<file path="src/rtl/fmwp_regs.svh">
/*
 * Constants of the field memory write port: pointer limits, block
 * geometry, entry sequence edge numbers and hold counts.
 * Assumes inclusion by the package only, with the guard below.
 */
// Functional notes
// - Filter pin low: data bypasses the noise path, plain field memory.
// - Filter on: random block access is refused on both ports.
// - First write edge after clear rises loads pointer to minus twelve.
// - Clear may arrive unsynchronised while advance enable is low.
// - Clear high 1024 edges with advance high enters test mode.
// - Block entry: edges 1-2 commit low advance high, 3-4 reversed.
// - Edge five: advance picks address source, data bit zero or commit.
// - Filter on: bits 11-4 luma, 3-2 U odd/even, 1-0 V odd/even.
// - Filter on: output word uses the same luma and chroma layout.
// - Noise path settings come only from the serial setup, never pins; here the filter is switched by the i_noise_filter_on pin.
// - Eighteen latency edges follow before writing at the new block.
// - Each edge with advance high, except the clear edge and edges in address or latency phase, latches the word and steps pointer.
// - Commit low at the previous edge masks the store; array kept.
`ifndef FMWP_REGS_SVH
`define FMWP_REGS_SVH

`define FMWP_WORD_W        12
`define FMWP_PTR_W         19
`define FMWP_BLK_W         13
`define FMWP_EDGE_W        5
`define FMWP_PTR_RESET     19'h7FFF4
`define FMWP_ARRAY_LAST    19'h3BFFF
`define FMWP_BLOCK_WORDS   19'h00028
`define FMWP_BLOCK_MAX     13'h17FF
`define FMWP_ENTRY_SWAP    5'h03
`define FMWP_ENTRY_LAST    5'h04
`define FMWP_ADDR_FIRST    5'h05
`define FMWP_ADDR_LAST     5'h11
`define FMWP_LATENCY       5'h12
`define FMWP_TEST_HOLD     32'h00000400
`define FMWP_MIN_RUN       32'h00000028
`define FMWP_FIFO_DEPTH    32'h00000010

`endif

</file>
<file path="src/rtl/fmwp_pkg.sv">
/*
 * Types shared by the write port modules.
 * Assumes fmwp_regs.svh is on the include path.
 */
`include "fmwp_regs.svh"

package fmwp_pkg;
	typedef logic signed [`FMWP_PTR_W-1:0] fmwp_ptr_t;
	typedef logic [`FMWP_BLK_W-1:0]        fmwp_blk_t;
	typedef logic [`FMWP_EDGE_W-1:0]       fmwp_edge_t;
	// packed order reproduces the pin layout of the filtered word
	typedef struct packed {
		logic [7:0] luma;
		logic [1:0] chroma_u;
		logic [1:0] chroma_v;
	} fmwp_yuv_t;
	typedef enum logic [1:0] {
		FMWP_ST_IDLE,
		FMWP_ST_ENTRY,
		FMWP_ST_ADDR,
		FMWP_ST_LAT
	} fmwp_state_t;
endpackage

</file>
<file path="src/rtl/fmwp_stream_if.sv">
/*
 * Valid/ready word stream between the write port modules.
 * Assumes both ends share one clock.
 */
`timescale 1ns/100ps

interface fmwp_stream_if #(
	parameter int WIDTH = 31
);
	logic             valid;
	logic             ready;
	logic [WIDTH-1:0] data;

	modport src (output valid, output data, input ready);
	modport snk (input valid, input data, output ready);
endinterface

</file>
<file path="src/rtl/fmwp_sync.sv">
/*
 * Two-stage synchroniser for a bundle of pin levels.
 * Assumes each bit is a level; multi-bit words must be stable when used.
 */
`timescale 1ns/100ps

module fmwp_sync #(
	parameter int WIDTH = 17
) (
	input  wire logic             i_clock,
	input  wire logic             i_rst_b,
	input  wire logic [WIDTH-1:0] i_async,
	output logic      [WIDTH-1:0] o_sync
);
	logic [WIDTH-1:0] meta_q;

	always_ff @(posedge i_clock or negedge i_rst_b) begin
		if (!i_rst_b) begin
			meta_q <= '0;
			o_sync <= '0;
		end else begin
			meta_q <= i_async;
			o_sync <= meta_q;
		end
	end
endmodule

</file>
<file path="src/rtl/fmwp_fifo.sv">
/*
 * Flip-flop FIFO with valid/ready on both sides.
 * Assumes DEPTH is a power of two.
 */
`timescale 1ns/100ps

module fmwp_fifo #(
	parameter int WIDTH = 31,
	parameter int DEPTH = 16
) (
	input  wire logic   i_clock,
	input  wire logic   i_rst_b,
	fmwp_stream_if.snk  i_push,
	fmwp_stream_if.src  o_pop
);
	localparam int AW = $clog2(DEPTH);

	logic [WIDTH-1:0] mem_q [DEPTH];
	logic [WIDTH-1:0] mem_d [DEPTH];
	logic [AW:0]      wp_q;
	logic [AW:0]      wp_d;
	logic [AW:0]      rp_q;
	logic [AW:0]      rp_d;
	logic             full;
	logic             empty;

	assign full  = (wp_q[AW] != rp_q[AW]) && (wp_q[AW-1:0] == rp_q[AW-1:0]);
	assign empty = (wp_q == rp_q);
	assign i_push.ready = !full;
	assign o_pop.valid  = !empty;
	assign o_pop.data   = mem_q[rp_q[AW-1:0]];

	always_comb begin
		mem_d = mem_q;
		wp_d  = wp_q;
		rp_d  = rp_q;
		if (i_push.valid && !full) begin
			mem_d[wp_q[AW-1:0]] = i_push.data;
			wp_d = wp_q + 1'b1;
		end
		if (o_pop.ready && !empty) begin
			rp_d = rp_q + 1'b1;
		end
	end

	always_ff @(posedge i_clock or negedge i_rst_b) begin
		if (!i_rst_b) begin
			wp_q <= '0;
			rp_q <= '0;
			for (int i = 0; i < DEPTH; i++) begin
				mem_q[i] <= '0;
			end
		end else begin
			wp_q  <= wp_d;
			rp_q  <= rp_d;
			mem_q <= mem_d;
		end
	end
endmodule

</file>
<file path="src/rtl/fmwp_top.sv">
/*
 * Write port of a serial field memory: pointer clear, advance and
 * commit gating, random block entry, filter data path, array queue.
 * Assumes the write pins are asynchronous to i_clock and that the write
 * clock runs well below half of i_clock.
 */
`timescale 1ns/100ps

module fmwp_top
	import fmwp_pkg::*;
#(
	parameter int FIFO_DEPTH = `FMWP_FIFO_DEPTH,
	parameter int TEST_HOLD  = `FMWP_TEST_HOLD
) (
	input  wire logic                    i_clock,
	input  wire logic                    i_rst_b,
	input  wire logic                    i_wr_clock,
	input  wire logic                    i_wr_pointer_clear,
	input  wire logic                    i_wr_advance_enable,
	input  wire logic                    i_wr_commit_enable,
	input  wire logic [`FMWP_WORD_W-1:0] i_data_in,
	input  wire logic                    i_noise_filter_on,
	input  wire logic                    i_mem_ready,
	output logic                         o_mem_valid,
	output logic      [`FMWP_PTR_W-1:0]  o_mem_addr,
	output logic      [`FMWP_WORD_W-1:0] o_mem_data,
	output logic                         o_nr_valid,
	output logic      [`FMWP_WORD_W-1:0] o_nr_word,
	output logic                         o_block_mode,
	output logic                         o_test_mode,
	output logic                         o_queue_full,
	output logic                         o_word_dropped
);
	localparam int SYNC_W = `FMWP_WORD_W + 5;
	localparam int Q_W    = `FMWP_PTR_W + `FMWP_WORD_W;
	localparam int HOLD_W = $clog2(TEST_HOLD + 1);

	logic [SYNC_W-1:0]       pins_s;
	logic                    wck_s;
	logic                    clr_s;
	logic                    we_s;
	logic                    ie_s;
	logic                    nr_s;
	logic [`FMWP_WORD_W-1:0] din_s;

	fmwp_sync #(.WIDTH(SYNC_W)) u_sync (
		.i_clock (i_clock),
		.i_rst_b (i_rst_b),
		.i_async ({i_wr_clock, i_wr_pointer_clear, i_wr_advance_enable,
		           i_wr_commit_enable, i_noise_filter_on, i_data_in}),
		.o_sync  (pins_s)
	);
	assign {wck_s, clr_s, we_s, ie_s, nr_s, din_s} = pins_s;

	fmwp_stream_if #(.WIDTH(Q_W)) push_if ();
	fmwp_stream_if #(.WIDTH(Q_W)) pop_if ();

	fmwp_fifo #(.WIDTH(Q_W), .DEPTH(FIFO_DEPTH)) u_fifo (
		.i_clock (i_clock),
		.i_rst_b (i_rst_b),
		.i_push  (push_if),
		.o_pop   (pop_if)
	);

	logic                    wck_prev_q, wck_prev_d;
	logic                    clr_prev_q, clr_prev_d;
	logic                    arm_q, arm_d;
	fmwp_ptr_t               ptr_q, ptr_d;
	logic                    ie_prev_q, ie_prev_d;
	logic                    pend_q, pend_d;
	logic [Q_W-1:0]          pend_word_q, pend_word_d;
	fmwp_state_t             st_q, st_d;
	fmwp_edge_t              edge_q, edge_d;
	logic                    entry_ok_q, entry_ok_d;
	logic                    sel_ie_q, sel_ie_d;
	fmwp_blk_t               blk_q, blk_d;
	logic [HOLD_W-1:0]       hold_q, hold_d;
	logic                    test_q, test_d;
	logic                    nr_valid_q, nr_valid_d;
	fmwp_yuv_t               nr_word_q, nr_word_d;
	logic                    drop_q, drop_d;
	logic                    full_q, full_d;
	logic                    out_valid_q, out_valid_d;
	logic [Q_W-1:0]          out_word_q, out_word_d;
	logic                    blk_mode_q, blk_mode_d;
	logic                    wr_edge;
	logic                    clr_rise;
	logic                    writes_on;
	logic                    take;
	fmwp_edge_t              nxt_edge;
	logic                    addr_bit;

	assign wr_edge   = wck_s && !wck_prev_q;
	assign clr_rise  = clr_s && !clr_prev_q;
	// address shift and latency own the pins, so normal writes pause
	assign writes_on = (st_q == FMWP_ST_IDLE) || (st_q == FMWP_ST_ENTRY);
	assign take      = wr_edge && !arm_q && writes_on && we_s;
	assign nxt_edge  = edge_q + 1'b1;
	assign addr_bit  = sel_ie_q ? ie_s : din_s[0];

	assign push_if.valid = pend_q;
	assign push_if.data  = pend_word_q;
	assign pop_if.ready  = !out_valid_q || i_mem_ready;

	always_comb begin
		wck_prev_d  = wck_s;
		clr_prev_d  = clr_s;
		arm_d       = arm_q;
		ptr_d       = ptr_q;
		ie_prev_d   = ie_prev_q;
		pend_d      = pend_q;
		pend_word_d = pend_word_q;
		st_d        = st_q;
		edge_d      = edge_q;
		entry_ok_d  = entry_ok_q;
		sel_ie_d    = sel_ie_q;
		blk_d       = blk_q;
		hold_d      = hold_q;
		test_d      = test_q;
		nr_valid_d  = 1'b0;
		nr_word_d   = nr_word_q;
		drop_d      = drop_q;
		full_d      = !push_if.ready;
		out_valid_d = out_valid_q;
		out_word_d  = out_word_q;

		if (pend_q && push_if.ready) begin
			pend_d = 1'b0;
		end
		if (wr_edge) begin
			ie_prev_d = ie_s;
			if (clr_s && we_s) begin
				if (hold_q == HOLD_W'(TEST_HOLD - 1)) begin
					test_d = 1'b1;
				end else begin
					hold_d = hold_q + 1'b1;
				end
			end else begin
				hold_d = '0;
			end
		end

		if (wr_edge && arm_q) begin
			// a clear also ends any run; queued words still drain
			ptr_d      = `FMWP_PTR_RESET;
			arm_d      = 1'b0;
			edge_d     = '0;
			entry_ok_d = 1'b1;
			blk_d      = '0;
			st_d       = nr_s ? FMWP_ST_IDLE : FMWP_ST_ENTRY;
		end else if (wr_edge) begin
			unique case (st_q)
				FMWP_ST_IDLE: begin
				end
				FMWP_ST_ENTRY: begin
					edge_d = nxt_edge;
					if (nxt_edge < `FMWP_ENTRY_SWAP) begin
						entry_ok_d = entry_ok_q && !ie_s && we_s;
					end else begin
						entry_ok_d = entry_ok_q && ie_s && !we_s;
					end
					if (nxt_edge == `FMWP_ENTRY_LAST) begin
						st_d = (entry_ok_q && ie_s && !we_s)
							? FMWP_ST_ADDR : FMWP_ST_IDLE;
					end
				end
				FMWP_ST_ADDR: begin
					edge_d = nxt_edge;
					if (nxt_edge == `FMWP_ADDR_FIRST) begin
						sel_ie_d = we_s;
						blk_d = {blk_q[`FMWP_BLK_W-2:0],
							we_s ? ie_s : din_s[0]};
					end else begin
						blk_d = {blk_q[`FMWP_BLK_W-2:0], addr_bit};
					end
					if (nxt_edge == `FMWP_ADDR_LAST) begin
						st_d   = FMWP_ST_LAT;
						edge_d = '0;
					end
				end
				FMWP_ST_LAT: begin
					edge_d = nxt_edge;
					if (nxt_edge == `FMWP_LATENCY) begin
						st_d = FMWP_ST_IDLE;
						// an out-of-range block leaves the pointer alone
						if (blk_q <= `FMWP_BLOCK_MAX) begin
							ptr_d = fmwp_ptr_t'({6'h00, blk_q}
								* `FMWP_BLOCK_WORDS);
						end
					end
				end
			endcase
		end

		if (take) begin
			ptr_d = (ptr_q == `FMWP_ARRAY_LAST) ? '0 : ptr_q + 1'b1;
			if (ie_prev_q) begin
				if (pend_q && !push_if.ready) begin
					drop_d = 1'b1;
				end
				pend_d      = 1'b1;
				pend_word_d = {ptr_q, din_s};
			end
			if (nr_s) begin
				nr_valid_d = 1'b1;
				nr_word_d  = fmwp_yuv_t'(din_s);
			end
		end

		// a new clear rise wins over the consuming edge; may be async
		if (clr_rise) begin
			arm_d = 1'b1;
		end

		if (pop_if.valid && pop_if.ready) begin
			out_valid_d = 1'b1;
			out_word_d  = pop_if.data;
		end else if (i_mem_ready) begin
			out_valid_d = 1'b0;
		end
		blk_mode_d = (st_d != FMWP_ST_IDLE);
	end

	always_ff @(posedge i_clock or negedge i_rst_b) begin
		if (!i_rst_b) begin
			wck_prev_q  <= 1'b0;
			clr_prev_q  <= 1'b0;
			arm_q       <= 1'b0;
			ptr_q       <= `FMWP_PTR_RESET;
			ie_prev_q   <= 1'b0;
			pend_q      <= 1'b0;
			pend_word_q <= '0;
			st_q        <= FMWP_ST_IDLE;
			edge_q      <= '0;
			entry_ok_q  <= 1'b0;
			sel_ie_q    <= 1'b0;
			blk_q       <= '0;
			hold_q      <= '0;
			test_q      <= 1'b0;
			nr_valid_q  <= 1'b0;
			nr_word_q   <= '0;
			drop_q      <= 1'b0;
			full_q      <= 1'b0;
			out_valid_q <= 1'b0;
			out_word_q  <= '0;
			blk_mode_q  <= 1'b0;
		end else begin
			wck_prev_q  <= wck_prev_d;
			clr_prev_q  <= clr_prev_d;
			arm_q       <= arm_d;
			ptr_q       <= ptr_d;
			ie_prev_q   <= ie_prev_d;
			pend_q      <= pend_d;
			pend_word_q <= pend_word_d;
			st_q        <= st_d;
			edge_q      <= edge_d;
			entry_ok_q  <= entry_ok_d;
			sel_ie_q    <= sel_ie_d;
			blk_q       <= blk_d;
			hold_q      <= hold_d;
			test_q      <= test_d;
			nr_valid_q  <= nr_valid_d;
			nr_word_q   <= nr_word_d;
			drop_q      <= drop_d;
			full_q      <= full_d;
			out_valid_q <= out_valid_d;
			out_word_q  <= out_word_d;
			blk_mode_q  <= blk_mode_d;
		end
	end

	assign o_mem_valid    = out_valid_q;
	assign o_mem_addr     = out_word_q[Q_W-1:`FMWP_WORD_W];
	assign o_mem_data     = out_word_q[`FMWP_WORD_W-1:0];
	assign o_nr_valid     = nr_valid_q;
	assign o_nr_word      = nr_word_q;
	assign o_block_mode   = blk_mode_q;
	assign o_test_mode    = test_q;
	assign o_queue_full   = full_q;
	assign o_word_dropped = drop_q;
endmodule

</file>
<file path="config.mk">
export PLATFORM = sky130hd
export DESIGN_NAME = fmwp_top
export DESIGN_NICKNAME = d
export VERILOG_FILES = /design/src/rtl/fmwp_pkg.sv /design/src/rtl/fmwp_stream_if.sv /design/src/rtl/fmwp_sync.sv /design/src/rtl/fmwp_fifo.sv /design/src/rtl/fmwp_top.sv
export VERILOG_INCLUDE_DIRS = /design/src /design/src/rtl
export SDC_FILE = /design/constraint.sdc
export NUM_CORES = 1
export LEC_CHECK = 0
export ABC_AREA = 0
export BUFFER_PORTS_ARGS = -buffer_cell sky130_fd_sc_hd__buf_4
export CAP_MARGIN = 5
export CORE_UTILIZATION = 40
export CTS_BUF_LIST = sky130_fd_sc_hd__clkbuf_16
export DETAILED_ROUTE_END_ITERATION = 6
export PLACE_DENSITY = 0.51
export SLEW_MARGIN = 30
export SYNTH_ARGS = -nofsm -noshare
export SYNTH_HDL_FRONTEND = slang
export SYNTH_HIERARCHICAL = 1
export SYNTH_SLANG_ARGS = --single-unit
</file>
<file path="constraint.sdc">
create_clock -name i_clock -period 5.1 [get_ports i_clock]
set_clock_uncertainty 0.1 [all_clocks]
set_input_delay 0 -clock i_clock [delete_from_list [all_inputs] [get_ports i_clock]]
set_output_delay 0 -clock i_clock [all_outputs]
set_load 0.01 [all_outputs]
</file>
==> flow_metrics.tcl, run 1 <==
set metrics [dict create \
    status "complete, no violations" \
    n_fill_cell 6759 \
    synth.top_cell.area_share_pct 53.8 \
    combPwrFrac_pct 19.5 \
    synth-seq-cells 677 \
    layout_setup_ws_ns 1.79 \
    mostFrequentLayoutCell "dfrtp_1" \
    seq_area_frac_synth_pct 55.2 \
    fin_tns_setup_ns 0 \
    synthXorXnorAreaFrac_pct 0.936 \
    synth_fp_nets 2175 \
    wl_per_cell_um 22.8 \
    synth_area_leaders "dfrtp_1 (54%), mux2_2 (14%), mux2_1 (7.1%)" \
    synth_cells 2121 \
    critPathRequiredTime_ns 5.48 \
    num_vias 17900 \
    worst_slew_pin_slew_ns 1.01 \
    ioPinCount 69 \
    grt_max_degree 152 \
    maxSlewHeadroom_pct 32.9 \
    yosysWarnings 6 \
    max_clock_freq_mhz 302 \
    grt-ovfl-total 0 \
    arrival_ns 3.70 \
    p_per_area_nw_per_um2 418 \
    synth_cell_types 70 \
    final_area_um2 35100 \
    cts_root_buf "clkbuf_16" \
    swShare_pct 31.7 \
    synth_ff_type "dfrtp_1" \
    ir_drop_mv 0.277 \
    cts_made_buffers 77 \
    path_clk_slew_ns 0.06 \
    reg2reg_setup_slack_ns 1.79 \
    cts.sinks 677 \
    syn_area_per_cell_um2 14.5 \
    pre_cts_ws_ns 1.73 \
    drive_gt1_share_pct 32.5 \
    drv_slew 0 \
    min_period_ns 3.31 \
    p_leak_nw 17.0 \
    cts_resized 0 \
    rows 101 \
    r2r_cells 5 \
    clk-insertion-delay-late_ns 0.62 \
    synth_compound_area_share_pct 5.63 \
    syn2layout_area_growth_pct 14.2 \
    cts_tree "done" \
    pwr-share-seq_pct 44.9 \
    track_usage_pct 19.9 \
    reg2reg_from "u_fifo/rp_q[1]$_DFFE_PN0P_" \
    viasPerCell 5.45 \
    rsz0062_at_grt "false" \
    first_global_vias 19200 \
    portBuffers 68 \
    core_um2 75900 \
    hold_violations 0 \
    antenna_found_initial 1 \
    synth_edf_count 0 \
    die_w_um 279 \
    fin_crit_sh_pct 64.9 \
    wl_um 74800 \
    die_h_um 279 \
    r2r-end "u_fifo/mem_q[377]$_DFFE_PN0P_" \
    h-tree-depth 3 \
    synth_adder_area_share_pct 1.41 \
    layout_common_cells "dfrtp_1 (657), mux2_2 (375), mux2_1 (195)" \
    intPower_mw 10.0 \
    critPathLaunchType "flop" \
    dieArea_um2 78000 \
    grt_pass1_wl_um 119000 \
    hpwlAfterDp_um 46400 \
    nNetsFinal 2242 \
    post_synth_and_or_nand_nor_area_fraction_pct 3.14 \
    ant_nets 0 \
    synthArstFlopShare_pct 100 \
    syn_area_um2 30800 \
    finalNonFillerCells 3283 \
    place_inst 3102 \
    dr.pass1.iters 7 \
    utilization_pct 46.2 \
    synth_top_family_by_area "multiplexers" \
    start_util_pct 40.5 \
    end_kind "flop" \
    gp_congestion 0.776 \
    path_max_fanout 34 \
    cap_violations 0 \
    path_class "flop to flop" \
    min-delay-path-class "input pin to async pin" \
    synthMuxAreaShare_pct 30.8 \
    finalSetupViolations 0 \
    power_switching_mw 4.64 \
    postPlaceCellArea_um2 32300 \
    synth_top_area_cell "dfrtp_1" \
    drc 0 \
    clock_power_share_pct 35.5 \
    drt_iter0_drc 894 \
    clockBufferDepth 3 \
]
## per-layer routing
metal  part of all wire (%)  track usage, %
met5                      0               0
met4                    2.1            5.80
met3                    3.7            2.84
met2                     48            32.3
met1                     46            27.8
## registers in the layout, indices dropped and copies added (netlist names), 2 cells and up
signal         count
u_fifo/mem_q     496
hold_q            11
u_fifo/wp_q        5
o_nr_word         12
edge_q             5
u_sync/o_sync     17
u_sync/meta_q     17
out_word_q        31
blk_q             13
u_fifo/rp_q        5
st_q               2
ptr_q             19
pend_word_q       31
## power by group through the flow
stage	logic [mW]	registers, mW	clock network (mW)
finish	2.87	6.59	5.21
detailed placement	2.90	6.70	0
global route	3.10	6.69	5.62
floorplan	2.16	6.13	0
CTS	2.93	6.60	5.41
global placement	2.88	6.67	0
## worst max-delay path: stages, from the launching register on
cell and delay (ns):
dfrtp_4 0.88, xnor2_1 0.21, nand4_1 0.51, o21ai_4 0.86, buf_12 0.26, mux2_2 0.35
## synth_stat cells, drive strengths merged, types with 4 or more instances
master / n
nor2b: 11
mux2: 570
nor3b: 4
nand2b: 7
a211oi: 4
dfstp: 16
or2: 5
nor3: 8
a21o: 6
a22o: 15
mux4: 93
nand4: 12
inv: 18
o21ai: 86
or3: 6
ha: 33
and4: 6
o22ai: 5
clkbuf: 74
and2: 4
and3: 5
a22oi: 35
xnor2: 18
a21oi: 41
buf: 87
o211ai: 33
mux2i: 97
nand2: 54
nor2: 24
a31oi: 4
dfrtp: 661
xor2: 14
nand3: 27
## through the flow
stage / total power [mW] / hold WS, ns
finish: 14.7 / 0.0406
global route: 15.4 / 0.0842
detailed placement: 9.60 / -0.00203
CTS: 14.9 / 0.0621
floorplan: 8.29 / -0.396
global placement: 9.55 / -0.00932
## cell type report
cell class | count | area, um2 | area share, %
flip-flops and latches | 677 | 17000 | 48.4
multi-input cells | 1265 | 13000 | 37.1
clock buffers | 79 | 1980 | 5.63
repair buffers | 149 | 1380 | 3.92
well taps | 1030 | 1290 | 3.67
clock inverters | 64 | 383 | 1.09
inverters | 18 | 67.6 | 0.192
diodes | 1 | 2.50 | 0.00713
## kinds of logic after synthesis
group,count (synthesis)
AOI/OAI and AO/OA,256
xor gates and xnor gates,32
adders and majority gates,34
buffers and inverters,179
DFF,677
muxes,760
and+or+nand+nor,183
## repair_timing
item | CTS | global route
hold buffers | 36 | 0
setup buffers | 0 | 0
endpoints found under the hold margin | 311 | 0
endpoints found under the setup margin | 0 | 0
## how the worst max path moves through the flow
stage               cells after the start                       start                             to  slack, ns
floorplan                               9        blk_q[1]$_DFFE_PN0P_          ptr_q[14]$_DFFE_PN1P_       2.32
global placement                        6  u_fifo/rp_q[1]$_DFFE_PN0P_  u_fifo/mem_q[248]$_DFFE_PN0P_       1.67
detailed placement                      6  u_fifo/rp_q[1]$_DFFE_PN0P_  u_fifo/mem_q[247]$_DFFE_PN0P_       1.73
CTS                                     6  u_fifo/rp_q[1]$_DFFE_PN0P_  u_fifo/mem_q[225]$_DFFE_PN0P_       1.72
global route                            6  u_fifo/rp_q[1]$_DFFE_PN0P_  u_fifo/mem_q[225]$_DFFE_PN0P_       1.56
finish                                  5  u_fifo/rp_q[1]$_DFFE_PN0P_  u_fifo/mem_q[377]$_DFFE_PN0P_       1.79
Power figures use the tool's default switching activity.
==> run 2, diff against run 1 <==
PLACE_DENSITY = 0.53   (was 0.51)
clock period = 2.75 ns   (was 5.1 ns; I/O delays follow)
==> flow_metrics.tcl, run 2 (synthesis gave the netlist of run 1 again) <==
set metrics [dict create \
    die_w_um 279 \
    postPlaceCellArea_um2 33100 \
    num_vias 18100 \
    ant_nets 0 \
    portBuffers 68 \
    min-delay-path-class "input pin to async pin" \
    hpwlAfterDp_um 45400 \
    reg2reg_setup_slack_ns 0.09 \
    r2r-end "ptr_q[14]$_DFFE_PN1P_" \
    fin_crit_sh_pct 96.8 \
    drt_iter0_drc 1034 \
    cts_tree "done" \
    arrival_ns 3.09 \
    cap_violations 0 \
    first_global_vias 19300 \
    min_period_ns 2.66 \
    mostFrequentLayoutCell "dfrtp_1" \
    top_regs "u_fifo/mem_q (496), out_word_q (31), pend_word_q (31)" \
    ir_drop_mv 0.413 \
    r2r_cells 9 \
    cts_root_buf "clkbuf_16" \
    p_leak_nw 17.3 \
    rows 101 \
    postCtsSetupRepairBufs 0 \
    start_util_pct 40.5 \
    pre_cts_ws_ns -0.118 \
    ioPinCount 69 \
    grt_pass1_wl_um 119000 \
    cts.sinks 677 \
    regMostFlops "u_fifo/mem_q" \
    syn2layout_area_growth_pct 16.4 \
    maxSlewHeadroom_pct 45.8 \
    dieArea_um2 78000 \
    use_met3_pct 2.96 \
    n_fill_cell 6639 \
    grt_busiest_layer "met2" \
    viasPerCell 5.44 \
    critPathLaunchType "flop" \
    largest_reg_flops 496 \
    cts_made_buffers 75 \
    dr.pass1.iters 4 \
    clockBufferDepth 3 \
    layout_setup_ws_ns 0.0875 \
    grt-ovfl-total 0 \
    path_max_fanout 2 \
    nNetsFinal 2292 \
    core_um2 75900 \
    finalSetupViolations 0 \
    layout_common_cells "dfrtp_1 (657), mux2_2 (375), mux2_1 (195)" \
    grt_use_met2_pct 31.9 \
    max_clock_freq_mhz 376 \
    antenna_found_initial 4 \
    use_met1_pct 28.3 \
    final_area_um2 35800 \
    worst_slew_pin_slew_ns 0.813 \
    multi_input_comb_area_um2 13100 \
    die_h_um 279 \
    h-tree-depth 3 \
    num_antenna_cells 0 \
    wl_um 75900 \
    gp_congestion 0.777 \
    drive_gt1_share_pct 34.3 \
    violations "hold timing" \
    grt_max_degree 105 \
    status "complete, but fails checks" \
    drc 0 \
    hold_violations 4 \
    path_clk_slew_ns 0.06 \
    rsz0062_at_grt "true" \
    drv_slew 0 \
    clk-insertion-delay-late_ns 0.62 \
    path_class "flop to flop" \
    wl_per_cell_um 22.8 \
    end_kind "flop" \
    critPathRequiredTime_ns 3.18 \
    reg2reg_from "blk_q[3]$_DFFE_PN0P_" \
    p_per_area_nw_per_um2 771 \
    fin_hold_ws_ns -0.00358 \
    regArea_um2 17000 \
    track_usage_pct 20.0 \
]
## run 2: per-layer routing
| layer | share of wire (%) | routed length, um | vias to the layer above |
|---|---|---|---|
| met5 | 0 | 0 | - |
| met3 | 3.6 | 2740 | 116 |
| met2 | 47 | 35900 | 295 |
| li1 | - | - | 8061 |
| met1 | 47 | 35700 | 9636 |
| met4 | 2.2 | 1690 | 0 |
## run 2: where the power goes
| group | switching, mW | total, mW | internal (mW) |
|---|---|---|---|
| Combinational | 3.41 | 6.16 | 2.76 |
| Clock | 4.03 | 9.57 | 5.54 |
| Sequential | 1.17 | 11.9 | 10.7 |
## run 2: cell type report
| class | count | share of cell area [%] |
|---|---|---|
| flip-flops and latches | 677 | 47.4 |
| well taps | 1030 | 3.60 |
| inverters | 18 | 0.189 |
| multi-input cells | 1265 | 36.5 |
| clock buffers | 77 | 5.38 |
| repair buffers | 201 | 5.84 |
| clock inverters | 58 | 1.13 |
## run 2: through the flow
step / cells / util, % / power, mW / TNS, ns
4_1_cts: 3326 / 47.1 / 28.1 / -0.0465
2_1_floorplan: 2121 / - / 15.4 / 0
3_5_place_dp: 3154 / 43.5 / 18.3 / -0.194
6_report: 3326 / 47.1 / 27.6 / 0
5_1_grt: 3326 / 47.1 / 28.9 / -0.0249
3_3_place_gp: 3154 / 43.5 / 18.2 / -0.175
## run 2: worst max path at each step
stage,startpoint,endpoint,depth (start not counted)
2_1_floorplan,blk_q[1]$_DFFE_PN0P_,ptr_q[14]$_DFFE_PN1P_,9
3_3_place_gp,blk_q[1]$_DFFE_PN0P_,ptr_q[14]$_DFFE_PN1P_,9
3_5_place_dp,blk_q[1]$_DFFE_PN0P_,ptr_q[14]$_DFFE_PN1P_,9
4_1_cts,blk_q[3]$_DFFE_PN0P_,ptr_q[14]$_DFFE_PN1P_,9
5_1_grt,blk_q[3]$_DFFE_PN0P_,ptr_q[14]$_DFFE_PN1P_,9
6_report,blk_q[3]$_DFFE_PN0P_,ptr_q[14]$_DFFE_PN1P_,9
## run 2: timing repair
action,CTS,global route
resized for setup,6,1
hold buffers,37,0
setup endpoints to repair,2,3
hold endpoints to repair,634,0
pin swaps,7,3
## run 2: worst max-delay path, stage by stage, from the launching register on
cell,delay (ns)
dfrtp_1,0.38
ha_1,0.30
ha_2,0.19
fa_2,0.35
a211oi_2,0.24
o21ai_2,0.09
o41ai_2,0.31
xor2_1,0.22
a221oi_1,0.11
a221o_1,0.29
